**src/design/fwk_pkg.sv**
```systemverilog
// Package for the flash write lock and key guard.
// Assumes an 8-bit special function register bus on the core clock.
package fwk_pkg;
  localparam logic [7:0] FWK_ADDR_LOCK_KEY  = 8'hB7;
  localparam logic [7:0] FWK_KEY_FIRST      = 8'hA5;
  localparam logic [7:0] FWK_KEY_SECOND     = 8'hF1;
  localparam int         FWK_STATE_LSB      = 0;
  localparam int         FWK_STATE_W        = 2;
  localparam logic [1:0] FWK_CODE_LOCKED    = 2'h0;
  localparam logic [1:0] FWK_CODE_FIRST     = 2'h1;
  localparam logic [1:0] FWK_CODE_UNLOCKED  = 2'h2;
  localparam logic [1:0] FWK_CODE_DISABLED  = 2'h3;
  localparam logic [7:0] FWK_RESET_LOCK_KEY = 8'h00;

  typedef enum logic [1:0] {
    FWK_LOCKED,
    FWK_FIRST,
    FWK_UNLOCKED,
    FWK_DISABLED
  } fwk_state_e;
endpackage

```
**src/design/fwk_guard.sv**
```systemverilog
// Flash write lock and key guard with its lock register.
// Assumes the core issues one-cycle SFR strobes and the flash controller
// raises a start pulse per operation and a done pulse when it finishes.
//
// Operation
// - Unlock needs first key then second key
// - Relock automatically after next operation completes
// - Wrong key write disables flash until reset
// - Operation while not unlocked disables until reset
// - Read returns state code in bits 1:0
// - Register answers at 0xB7 on every page
`timescale 1ns/1ns
module fwk_guard
  import fwk_pkg::*;
(
  input  wire logic       CLK,
  input  wire logic       RST_B,
  input  wire logic [7:0] SFR_ADDR,
  input  wire logic       SFR_WR,
  input  wire logic       SFR_RD,
  input  wire logic [7:0] SFR_WDATA,
  output logic      [7:0] SFR_RDATA,
  output logic            SFR_HIT,
  input  wire logic       FLASH_OP_START,
  input  wire logic       FLASH_OP_DONE,
  output logic            FLASH_OP_ALLOW
);

  typedef struct packed {
    fwk_state_e state;
    logic       busy;
    logic [7:0] rdata;
  } fwk_regs_s;

  fwk_regs_s  cur_q;
  fwk_regs_s  nxt_d;
  fwk_state_e key_next;
  logic       sel;

  // Page select is not an input at all, so every page sees the register
  assign sel = (SFR_ADDR == FWK_ADDR_LOCK_KEY);

  fwk_key_decode u_dec (
    .state      (cur_q.state),
    .wdata      (SFR_WDATA),
    .next_state (key_next)
  );

  function automatic logic [7:0] fwk_read_value(input fwk_state_e s);
    logic [7:0] v;
    v = 8'h00;
    case (s)
      FWK_LOCKED:   v[FWK_STATE_LSB +: FWK_STATE_W] = FWK_CODE_LOCKED;
      FWK_FIRST:    v[FWK_STATE_LSB +: FWK_STATE_W] = FWK_CODE_FIRST;
      FWK_UNLOCKED: v[FWK_STATE_LSB +: FWK_STATE_W] = FWK_CODE_UNLOCKED;
      default:      v[FWK_STATE_LSB +: FWK_STATE_W] = FWK_CODE_DISABLED;
    endcase
    return v;
  endfunction

  always_comb begin
    nxt_d = cur_q;
    if (sel && SFR_RD) begin
      nxt_d.rdata = fwk_read_value(cur_q.state);
    end
    case (cur_q.state)
      FWK_LOCKED, FWK_FIRST: begin
        if (FLASH_OP_START) begin
          nxt_d.state = FWK_DISABLED;
        end else if (sel && SFR_WR) begin
          nxt_d.state = key_next;
        end
      end
      FWK_UNLOCKED: begin
        if (FLASH_OP_START) begin
          nxt_d.busy = 1'b1;
        end
        if (cur_q.busy && FLASH_OP_DONE) begin
          nxt_d.state = FWK_LOCKED;
          nxt_d.busy  = 1'b0;
        end else if (cur_q.busy && FLASH_OP_START) begin
          nxt_d.state = FWK_DISABLED;
        end else if (sel && SFR_WR) begin
          nxt_d.state = key_next;
        end
      end
      FWK_DISABLED: begin
        // Only reset leaves this state
        nxt_d.busy = 1'b0;
      end
      default: nxt_d.state = FWK_DISABLED;
    endcase
    if (nxt_d.state != FWK_UNLOCKED) begin
      nxt_d.busy = 1'b0;
    end
  end

  always_ff @(posedge CLK) begin
    if (!RST_B) begin
      cur_q.state <= FWK_LOCKED;
      cur_q.busy  <= 1'b0;
      cur_q.rdata <= FWK_RESET_LOCK_KEY;
    end else begin
      cur_q <= nxt_d;
    end
  end

  assign SFR_RDATA      = cur_q.rdata;
  assign SFR_HIT        = sel;
  // Only the first operation start after unlock is allowed through
  assign FLASH_OP_ALLOW = (cur_q.state == FWK_UNLOCKED) && !cur_q.busy;

  a_key_unlock: assert property (@(posedge CLK) disable iff (!RST_B)
    (cur_q.state == FWK_FIRST && sel && SFR_WR && SFR_WDATA == FWK_KEY_SECOND && !FLASH_OP_START)
    |=> cur_q.state == FWK_UNLOCKED)
    else $error("second key did not unlock");

  a_relock_done: assert property (@(posedge CLK) disable iff (!RST_B)
    (cur_q.state == FWK_UNLOCKED && cur_q.busy && FLASH_OP_DONE) |=> cur_q.state == FWK_LOCKED)
    else $error("no relock after operation");

  a_bad_key: assert property (@(posedge CLK) disable iff (!RST_B)
    (cur_q.state == FWK_LOCKED && sel && SFR_WR && SFR_WDATA != FWK_KEY_FIRST) |=> cur_q.state == FWK_DISABLED)
    else $error("wrong key did not disable");

  a_locked_op: assert property (@(posedge CLK) disable iff (!RST_B)
    (cur_q.state inside {FWK_LOCKED, FWK_FIRST} && FLASH_OP_START) |=> cur_q.state == FWK_DISABLED)
    else $error("operation while locked not disabled");

  a_disabled_sticky: assert property (@(posedge CLK) disable iff (!RST_B)
    cur_q.state == FWK_DISABLED |=> cur_q.state == FWK_DISABLED && !FLASH_OP_ALLOW)
    else $error("disabled state left without reset");

  a_read_code: assert property (@(posedge CLK) disable iff (!RST_B)
    (SFR_RD && SFR_ADDR == FWK_ADDR_LOCK_KEY) |=> SFR_RDATA[1:0] == $past(cur_q.state) && SFR_RDATA[7:2] == 6'h00)
    else $error("read code mismatch");

  a_addr_decode: assert property (@(posedge CLK) disable iff (!RST_B)
    (SFR_WR && SFR_ADDR != FWK_ADDR_LOCK_KEY && !FLASH_OP_START && !FLASH_OP_DONE)
    |=> cur_q.state == $past(cur_q.state))
    else $error("foreign address changed state");

  a_reset_lock: assert property (@(posedge CLK)
    !RST_B |=> cur_q.state == FWK_LOCKED && !FLASH_OP_ALLOW)
    else $error("reset did not lock");

  a_first_key: assert property (@(posedge CLK) disable iff (!RST_B)
    (cur_q.state == FWK_LOCKED && sel && SFR_WR && SFR_WDATA == FWK_KEY_FIRST && !FLASH_OP_START)
    |=> cur_q.state == FWK_FIRST)
    else $error("first key not taken");

  a_first_wait: assert property (@(posedge CLK) disable iff (!RST_B)
    (cur_q.state == FWK_FIRST && !(sel && SFR_WR) && !FLASH_OP_START)
    |=> cur_q.state == FWK_FIRST)
    else $error("first key state lost");

  a_locked_hold: assert property (@(posedge CLK) disable iff (!RST_B)
    (cur_q.state == FWK_LOCKED && !(sel && SFR_WR) && !FLASH_OP_START)
    |=> cur_q.state == FWK_LOCKED)
    else $error("locked state left without key");

  a_unlock_allow: assert property (@(posedge CLK) disable iff (!RST_B)
    (cur_q.state == FWK_FIRST && sel && SFR_WR && SFR_WDATA == FWK_KEY_SECOND && !FLASH_OP_START)
    |=> FLASH_OP_ALLOW)
    else $error("unlock did not allow operation");

  a_allow_rise: assert property (@(posedge CLK) disable iff (!RST_B)
    $rose(FLASH_OP_ALLOW)
    |-> $past(cur_q.state) == FWK_FIRST && $past(SFR_WDATA) == FWK_KEY_SECOND)
    else $error("allow rose without key pair");

  a_first_wrong: assert property (@(posedge CLK) disable iff (!RST_B)
    (cur_q.state == FWK_FIRST && sel && SFR_WR && SFR_WDATA != FWK_KEY_SECOND && !FLASH_OP_START)
    |=> cur_q.state == FWK_DISABLED)
    else $error("wrong second key did not disable");

  a_unlock_write: assert property (@(posedge CLK) disable iff (!RST_B)
    (cur_q.state == FWK_UNLOCKED && sel && SFR_WR && !(cur_q.busy && FLASH_OP_DONE))
    |=> cur_q.state == FWK_DISABLED)
    else $error("key write while unlocked kept access");

  a_first_start: assert property (@(posedge CLK) disable iff (!RST_B)
    (cur_q.state == FWK_UNLOCKED && !cur_q.busy && FLASH_OP_START && !(sel && SFR_WR))
    |=> cur_q.state == FWK_UNLOCKED && !FLASH_OP_ALLOW)
    else $error("first operation not consumed");

  a_busy_hold: assert property (@(posedge CLK) disable iff (!RST_B)
    (cur_q.state == FWK_UNLOCKED && cur_q.busy && !FLASH_OP_DONE && !FLASH_OP_START && !(sel && SFR_WR))
    |=> cur_q.state == FWK_UNLOCKED && !FLASH_OP_ALLOW)
    else $error("running operation state lost");

  a_relock_allow: assert property (@(posedge CLK) disable iff (!RST_B)
    (cur_q.state == FWK_UNLOCKED && cur_q.busy && FLASH_OP_DONE)
    |=> !FLASH_OP_ALLOW)
    else $error("allow kept after operation");

  a_done_idle: assert property (@(posedge CLK) disable iff (!RST_B)
    (cur_q.state == FWK_LOCKED && FLASH_OP_DONE && !FLASH_OP_START && !(sel && SFR_WR))
    |=> cur_q.state == FWK_LOCKED)
    else $error("stray done changed state");

  a_second_start: assert property (@(posedge CLK) disable iff (!RST_B)
    (cur_q.state == FWK_UNLOCKED && cur_q.busy && FLASH_OP_START && !FLASH_OP_DONE)
    |=> cur_q.state == FWK_DISABLED)
    else $error("second operation not refused");

  // Read data stands until the next read, so slow polling sees a steady code
  a_read_hold: assert property (@(posedge CLK) disable iff (!RST_B)
    !(sel && SFR_RD)
    |=> $stable(SFR_RDATA))
    else $error("read data changed without read");

  a_read_disabled: assert property (@(posedge CLK) disable iff (!RST_B)
    (cur_q.state == FWK_DISABLED && sel && SFR_RD)
    |=> SFR_RDATA == {6'h00, FWK_CODE_DISABLED})
    else $error("disabled code not read");

  a_read_reset: assert property (@(posedge CLK)
    !RST_B
    |=> SFR_RDATA == FWK_RESET_LOCK_KEY)
    else $error("read data not cleared by reset");

endmodule

```
**src/design/fwk_key_decode.sv**
```systemverilog
// Classifies a lock register write against the key sequence.
// Assumes write data and state are from the same clock domain.
`timescale 1ns/1ns
module fwk_key_decode
  import fwk_pkg::*;
(
  input  wire fwk_state_e state,
  input  wire logic [7:0] wdata,
  output fwk_state_e      next_state
);
  always_comb begin
    case (state)
      FWK_LOCKED:   next_state = (wdata == FWK_KEY_FIRST) ? FWK_FIRST : FWK_DISABLED;
      FWK_FIRST:    next_state = (wdata == FWK_KEY_SECOND) ? FWK_UNLOCKED : FWK_DISABLED;
      // A further key write while unlocked breaks the sequence too
      FWK_UNLOCKED: next_state = FWK_DISABLED;
      default:      next_state = FWK_DISABLED;
    endcase
  end
endmodule

```
**config.mk**
```make
export PLATFORM = sky130hd
export DESIGN_NAME = fwk_guard
export DESIGN_NICKNAME = d
export VERILOG_FILES = /design/src/design/fwk_pkg.sv /design/src/design/fwk_guard.sv /design/src/design/fwk_key_decode.sv
export SDC_FILE = /design/constraint.sdc
export NUM_CORES = 1
export LEC_CHECK = 0
export BUFFER_PORTS_ARGS = -buffer_cell sky130_fd_sc_hd__buf_2
export CORE_AREA = 8 8 45 47
export CTS_BUF_LIST = sky130_fd_sc_hd__clkbuf_16
export DETAILED_ROUTE_END_ITERATION = 8
export DIE_AREA = 0 0 53 55
export PLACE_DENSITY = 0.7
export SLEW_MARGIN = 30
export SYNTH_ARGS = -nofsm -noshare
export SYNTH_HDL_FRONTEND = slang
export SYNTH_SLANG_ARGS = --single-unit
```
**constraint.sdc**
```tcl
create_clock -name CLK -period 1.4 [get_ports CLK]
set_clock_uncertainty 0.15 [all_clocks]
set_input_delay 0.14 -clock CLK [delete_from_list [all_inputs] [get_ports CLK]]
set_output_delay 0.14 -clock CLK [all_outputs]
set_load 0.005 [all_outputs]
```
# Word level (Yosys, flattened, before mapping)
# Index checks and enable logic that the tools add are counted.
word_totals:
  register_bits: 5
  word_cells: 35
  in_bits: 22
classes:
  n_eq_ne: 8
  muxes: 12
  reduce_logical: 11
  bitwise: 1
op_table:
  columns: ["op", "n"]
  rows:
  - ["8-bit equality test, second input constant", 3]
  - ["2-bit 2-to-1 mux", 5]
  - ["2-bit case mux with 2 select lines", 2]
  - ["2-bit case mux with 3 select lines", 1]
  - ["1-bit logical AND", 5]
  - ["2-bit equality test, second input constant", 2]
  - ["2-bit OR reduction", 2]
  - ["1-bit 2-to-1 mux", 3]
  - ["3-bit inequality test, second input constant", 1]
  - ["2-bit by 1-bit equality test with 1-bit output, second input constant", 1]
  - ["2-bit logical NOT", 1]
  - ["2-bit inequality test, second input constant", 1]
  - ["1-bit case mux with 2 select lines", 1]
  - ["2-bit AND reduction", 1]
  - ["2-bit nonzero test", 1]
  - ["1-bit logical NOT", 1]
  - ["1-bit NOT", 1]

# Longest topological paths before layout
logic_depth:
  depth_word: 9
  mapped_depth: 4
  ltp_nobuf: 4

# Modules after synthesis
# A second synthesis with hierarchy kept.
unflattened:
  cells_unflattened: 50
  area_unflattened_um2: 452.9
modules_own_cells:
  columns: ["module", "area_per_inst_um2", "cells_per_inst", "instances", "seq_area_each_um2"]
  rows:
  - ["fwk_guard", 397.9, 45, 1, 100.1]
  - ["fwk_key_decode", 55.1, 5, 1, 0.0]

# Worst setup path after synthesis
# OpenSTA, ideal clock, no wires.
synth_path:
  path_kind: "register to register"
  start: "register cur_q[9] (netlist name)"
  end: "register cur_q[9] (netlist name)"
  path_stages_with_launch: 5
  path_buffers: 0
  arrival_time_ps: 1098
  period_less_slack_ps: 1364
  path_slack_ps: 36
  path_cell_list: "dfxtp_1 -> and4b_1 -> nand4_1 -> mux2_4 -> and3_1"
synth_between:
  elab_chain_cells: 6
  elab_cells_between_ends: 10
synth_rtl:
  columns: ["item", "line_no", "source"]
  rows:
  - ["2-bit by 1-bit equality test with 1-bit output / 2-bit logical NOT (equally long branches)", "fwk_guard.sv:66, fwk_key_decode.sv:12", null]
  - ["2-bit case mux with 2 select lines", "fwk_key_decode.sv:12", "case (state)"]
  - ["2-bit 2-to-1 mux", "fwk_guard.sv:70, fwk_guard.sv:83", null]
  - ["2-bit 2-to-1 mux", "fwk_guard.sv:81", "end else if (cur_q.busy && FLASH_OP_START) begin"]
  - ["2-bit 2-to-1 mux", "fwk_guard.sv:78", "if (cur_q.busy && FLASH_OP_DONE) begin"]
  - ["2-bit case mux with 2 select lines (*)", "fwk_guard.sv:66", "case (cur_q.state)"]
# Mark *: on every way between the ends. The rest lies on a longest branch, timed or not.
# A chain may end at the register's enable or synchronous reset.

# Final worst setup path
layout_path:
  start: "register cur_q[8] (netlist name)"
  end: "register cur_q[8] (netlist name)"
layout_between:
  elab_chain_cells: 6
  elab_cells_between_ends: 11
layout_rtl:
  columns: ["item", "line_no", "source"]
  rows:
  - ["start: declaration", "fwk_guard.sv:35", "fwk_regs_s cur_q;"]
  - ["start signal: assignment", "fwk_guard.sv:104", "cur_q <= nxt_d;"]
  - ["1-bit logical AND", "fwk_guard.sv:81", null]
  - ["2-bit 2-to-1 mux", "fwk_guard.sv:81", null]
  - ["2-bit 2-to-1 mux", "fwk_guard.sv:78", null]
  - ["2-bit case mux with 2 select lines", "fwk_guard.sv:66", null]
  - ["2-bit inequality test", "fwk_guard.sv:93", "if (nxt_d.state != FWK_UNLOCKED) begin"]
  - ["2-bit OR reduction (no line)", null, null]
# Several ways; a longest one is shown, not always the timed one.

==> results.json <==
{
  "ios": 32,
  "antenna_cells": 0,
  "seq_area_um2": 105,
  "period_needed_ps": 1350,
  "grt_max_degree": 7,
  "drv_cap": 0,
  "synthArstFlopShare_pct": 0,
  "syn_avg_cell_area_um2": 9.31,
  "rows": 14,
  "synthTopCellsByArea": "dfxtp_1 26%, buf_4 16%, and4b_1 5.2%, mux2i_1 5.2%, mux2_4 3.9%",
  "routed_wl_mm": 1.01,
  "cts_tree": "built",
  "rsz0062_at_grt": "false",
  "end_kind": "flip-flop",
  "fin_crit_sh_pct": 96.1,
  "core-area_um2": 1380,
  "synth_cell_types": 26,
  "vias_per_cell": 4.51,
  "netlist_area_um2": 382,
  "final_util_pct": 43.1,
  "synth_seq_cells": 5,
  "synth-edff-count": 0,
  "crit_type": "flip-flop to flip-flop",
  "finalSetupTns_ps": 0,
  "start_util_pct": 27.6,
  "seq_area_frac_synth_pct": 26.2,
  "leakagePower_nw": 0.327,
  "setup_violations": 0,
  "num_vias": 388,
  "worstPathArrival_ps": 1350,
  "clk_pin_slew_ps": 30,
  "required_ps": 1400,
  "max_freq_ghz": 0.743,
  "wl_per_cell_um": 11.8,
  "grt_antenna_before_repair": 0,
  "clk_path_buf_depth": 2,
  "final_antenna_net_count": 0,
  "timing.hold.ws_ps": 20.9,
  "ctsHtreeMaxLevel": 1,
  "post-cts-setup-buffer-count": 0,
  "crit_slowest_cell": "dfxtp_1",
  "hp-class": "input pin to flip-flop",
  "multiInputGateArea_um2": 241,
  "finalHoldViolations": 0,
  "netlist.area_leader.share_pct": 26.2,
  "netlist_instances": 41,
  "irDropWorstVdd_mv": 0.542,
  "track_usage_pct": 7.11,
  "portBuffers": 25,
  "post-route-drc-count": 0,
  "areaGrowthSynthToFinish_pct": 56.4,
  "synth_flop_cell": "dfxtp_1",
  "cellPowerDensity_nw_per_um2": 1170,
  "worstSetupStartpointType": "flip-flop",
  "critPathMaxFanout": 4,
  "clkSinkCount": 5,
  "dieArea_um2": 2920,
  "yosys_warnings": 0,
  "fillCellCount": 141,
  "slowest_delay_ps": 330,
  "synthTopCellsByCount": "8 x buf_4, 5 x dfxtp_1",
  "path_cells": "nand2b_1 > a21o_1 > mux2_4 > a211oi_2",
  "cts_root_buf": "clkbuf_16",
  "holdBufCountCts": 0,
  "yosysMostFrequentCell": "buf_4",
  "dr.pass1.iters": 2,
  "status": "complete, no violations",
  "synth_area_leader_cell": "dfxtp_1",
  "slew_viol_final": 0,
  "layout.nets": 93,
  "drt_iter0_drc": 4,
  "grt_pass1_wl_mm": 1.50,
  "instances_no_fill": 86,
  "layout-drive-gt1-share_pct": 55.7,
  "grt_pass1_vias": 381,
  "die_w_um": 53,
  "dp.cells": 82,
  "die_y_um": 55,
  "place_congestion": 0.705,
  "worstSkewPairLatency_ps": 230,
  "cts_buffers": 3,
  "overflow": 0
}
## cells by family (layout without fill, tap and decap cells)
family / Yosys count / after routing / synth area share (%)
other: 1 / 6 / 0.983
AND/OR/NAND/NOR: 18 / 18 / 35.7
flip-flops: 5 / 5 / 26.2
buffers and inverters: 9 / 33 / 16.7
multiplexers: 3 / 3 / 9.18
AO/OA/AOI/OAI: 5 / 5 / 11.1
## routing by layer
metal | up-vias | global-route usage, % | part of all wire, %
li1 | 197 | - | -
met1 | 170 | 6.39 | 41
met2 | 19 | 12.3 | 49
met3 | 2 | 2.67 | 8.0
met4 | 0 | 6.47 | 1.6
met5 | - | 0 | 0
## cell type report
class | instances | area share (%)
clock buffer | 3 | 12.6
clock inverter | 1 | 0.629
inverter | 1 | 0.629
multi-input combinational | 32 | 40.5
sequential | 5 | 17.6
tap | 16 | 3.35
timing repair buffer | 28 | 24.7
## stage by stage
stage	area (um^2)	setup slack (ps)	power [mW]
final	597	54.3	0.699
after global routing	597	15.8	0.733
after CTS	593	8.81	0.704
after detailed placement	508	-40.6	0.233
after global placement	508	-0.589	0.231
after floorplan	400	36.4	0.201
## critical path, delay by kind of cell (launching register included)
family,cells,cell delay (ps)
AOI/OAI and AO/OA,2,380
DFF,1,330
muxes,1,260
and+or+nand+nor,1,150
## flip-flops by register name (all words and copies together), names as in the netlist
register	flops
cur_q	3
SFR_RDATA	2
## layout by cell type, fill, tap and decap left out
| master | n |
|---|---|
| buf_4 | 3 |
| and4bb_1 | 1 |
| nor3b_2 | 1 |
| mux2_4 | 1 |
| a211oi_2 | 1 |
| nand3_1 | 1 |
| nand2b_1 | 1 |
| nor4b_1 | 1 |
| nand2_1 | 1 |
| and2_2 | 1 |
| mux2i_1 | 2 |
| clkbuf_16 | 3 |
| nand4_1 | 1 |
| and3_1 | 2 |
| o21ai_0 | 1 |
| a221o_1 | 1 |
| buf_2 | 25 |
| a22oi_1 | 1 |
| conb_1 | 6 |
| a21o_1 | 1 |
| nand3_2 | 1 |
| dfxtp_1 | 3 |
| nor2b_1 | 2 |
| nand4b_1 | 1 |
| dfxtp_2 | 1 |
| nor2_1 | 1 |
| and4b_2 | 1 |
| and4b_1 | 2 |
| dfxtp_4 | 1 |
| inv_1 | 2 |
## report_power, final
| part | leakage, nW | switching, mW | internal, mW |
|---|---|---|---|
| clock | 0.0423 | 0.0964 | 0.370 |
| combinational | 0.243 | 0.0301 | 0.0474 |
| sequential | 0.0417 | 0.00629 | 0.149 |
| total | 0.327 | 0.133 | 0.567 |
## final timing paths
check | slack, ps | from | cells after the start | to
worst max-delay path | 50 | cur_q[8]$_SDFFE_PP0P_ | 4 | cur_q[8]$_SDFFE_PP0P_
worst min-delay path | 20 | RST_B | 2 | SFR_RDATA[1]$_SDFFE_PN0P_
worst min register to register | 360 | SFR_RDATA[1]$_SDFFE_PN0P_ | 2 | SFR_RDATA[1]$_SDFFE_PN0P_
worst max register to register | 50 | cur_q[8]$_SDFFE_PP0P_ | 4 | cur_q[8]$_SDFFE_PP0P_
## repair_timing
| action | in CTS | in global routing |
|---|---|---|
| pin swaps | 0 | 2 |
| resized for setup | 2 | 2 |
| hold endpoints to repair | 0 | 0 |
| endpoints found under the setup margin | 3 | 2 |
Power figures use the tool's default switching activity.
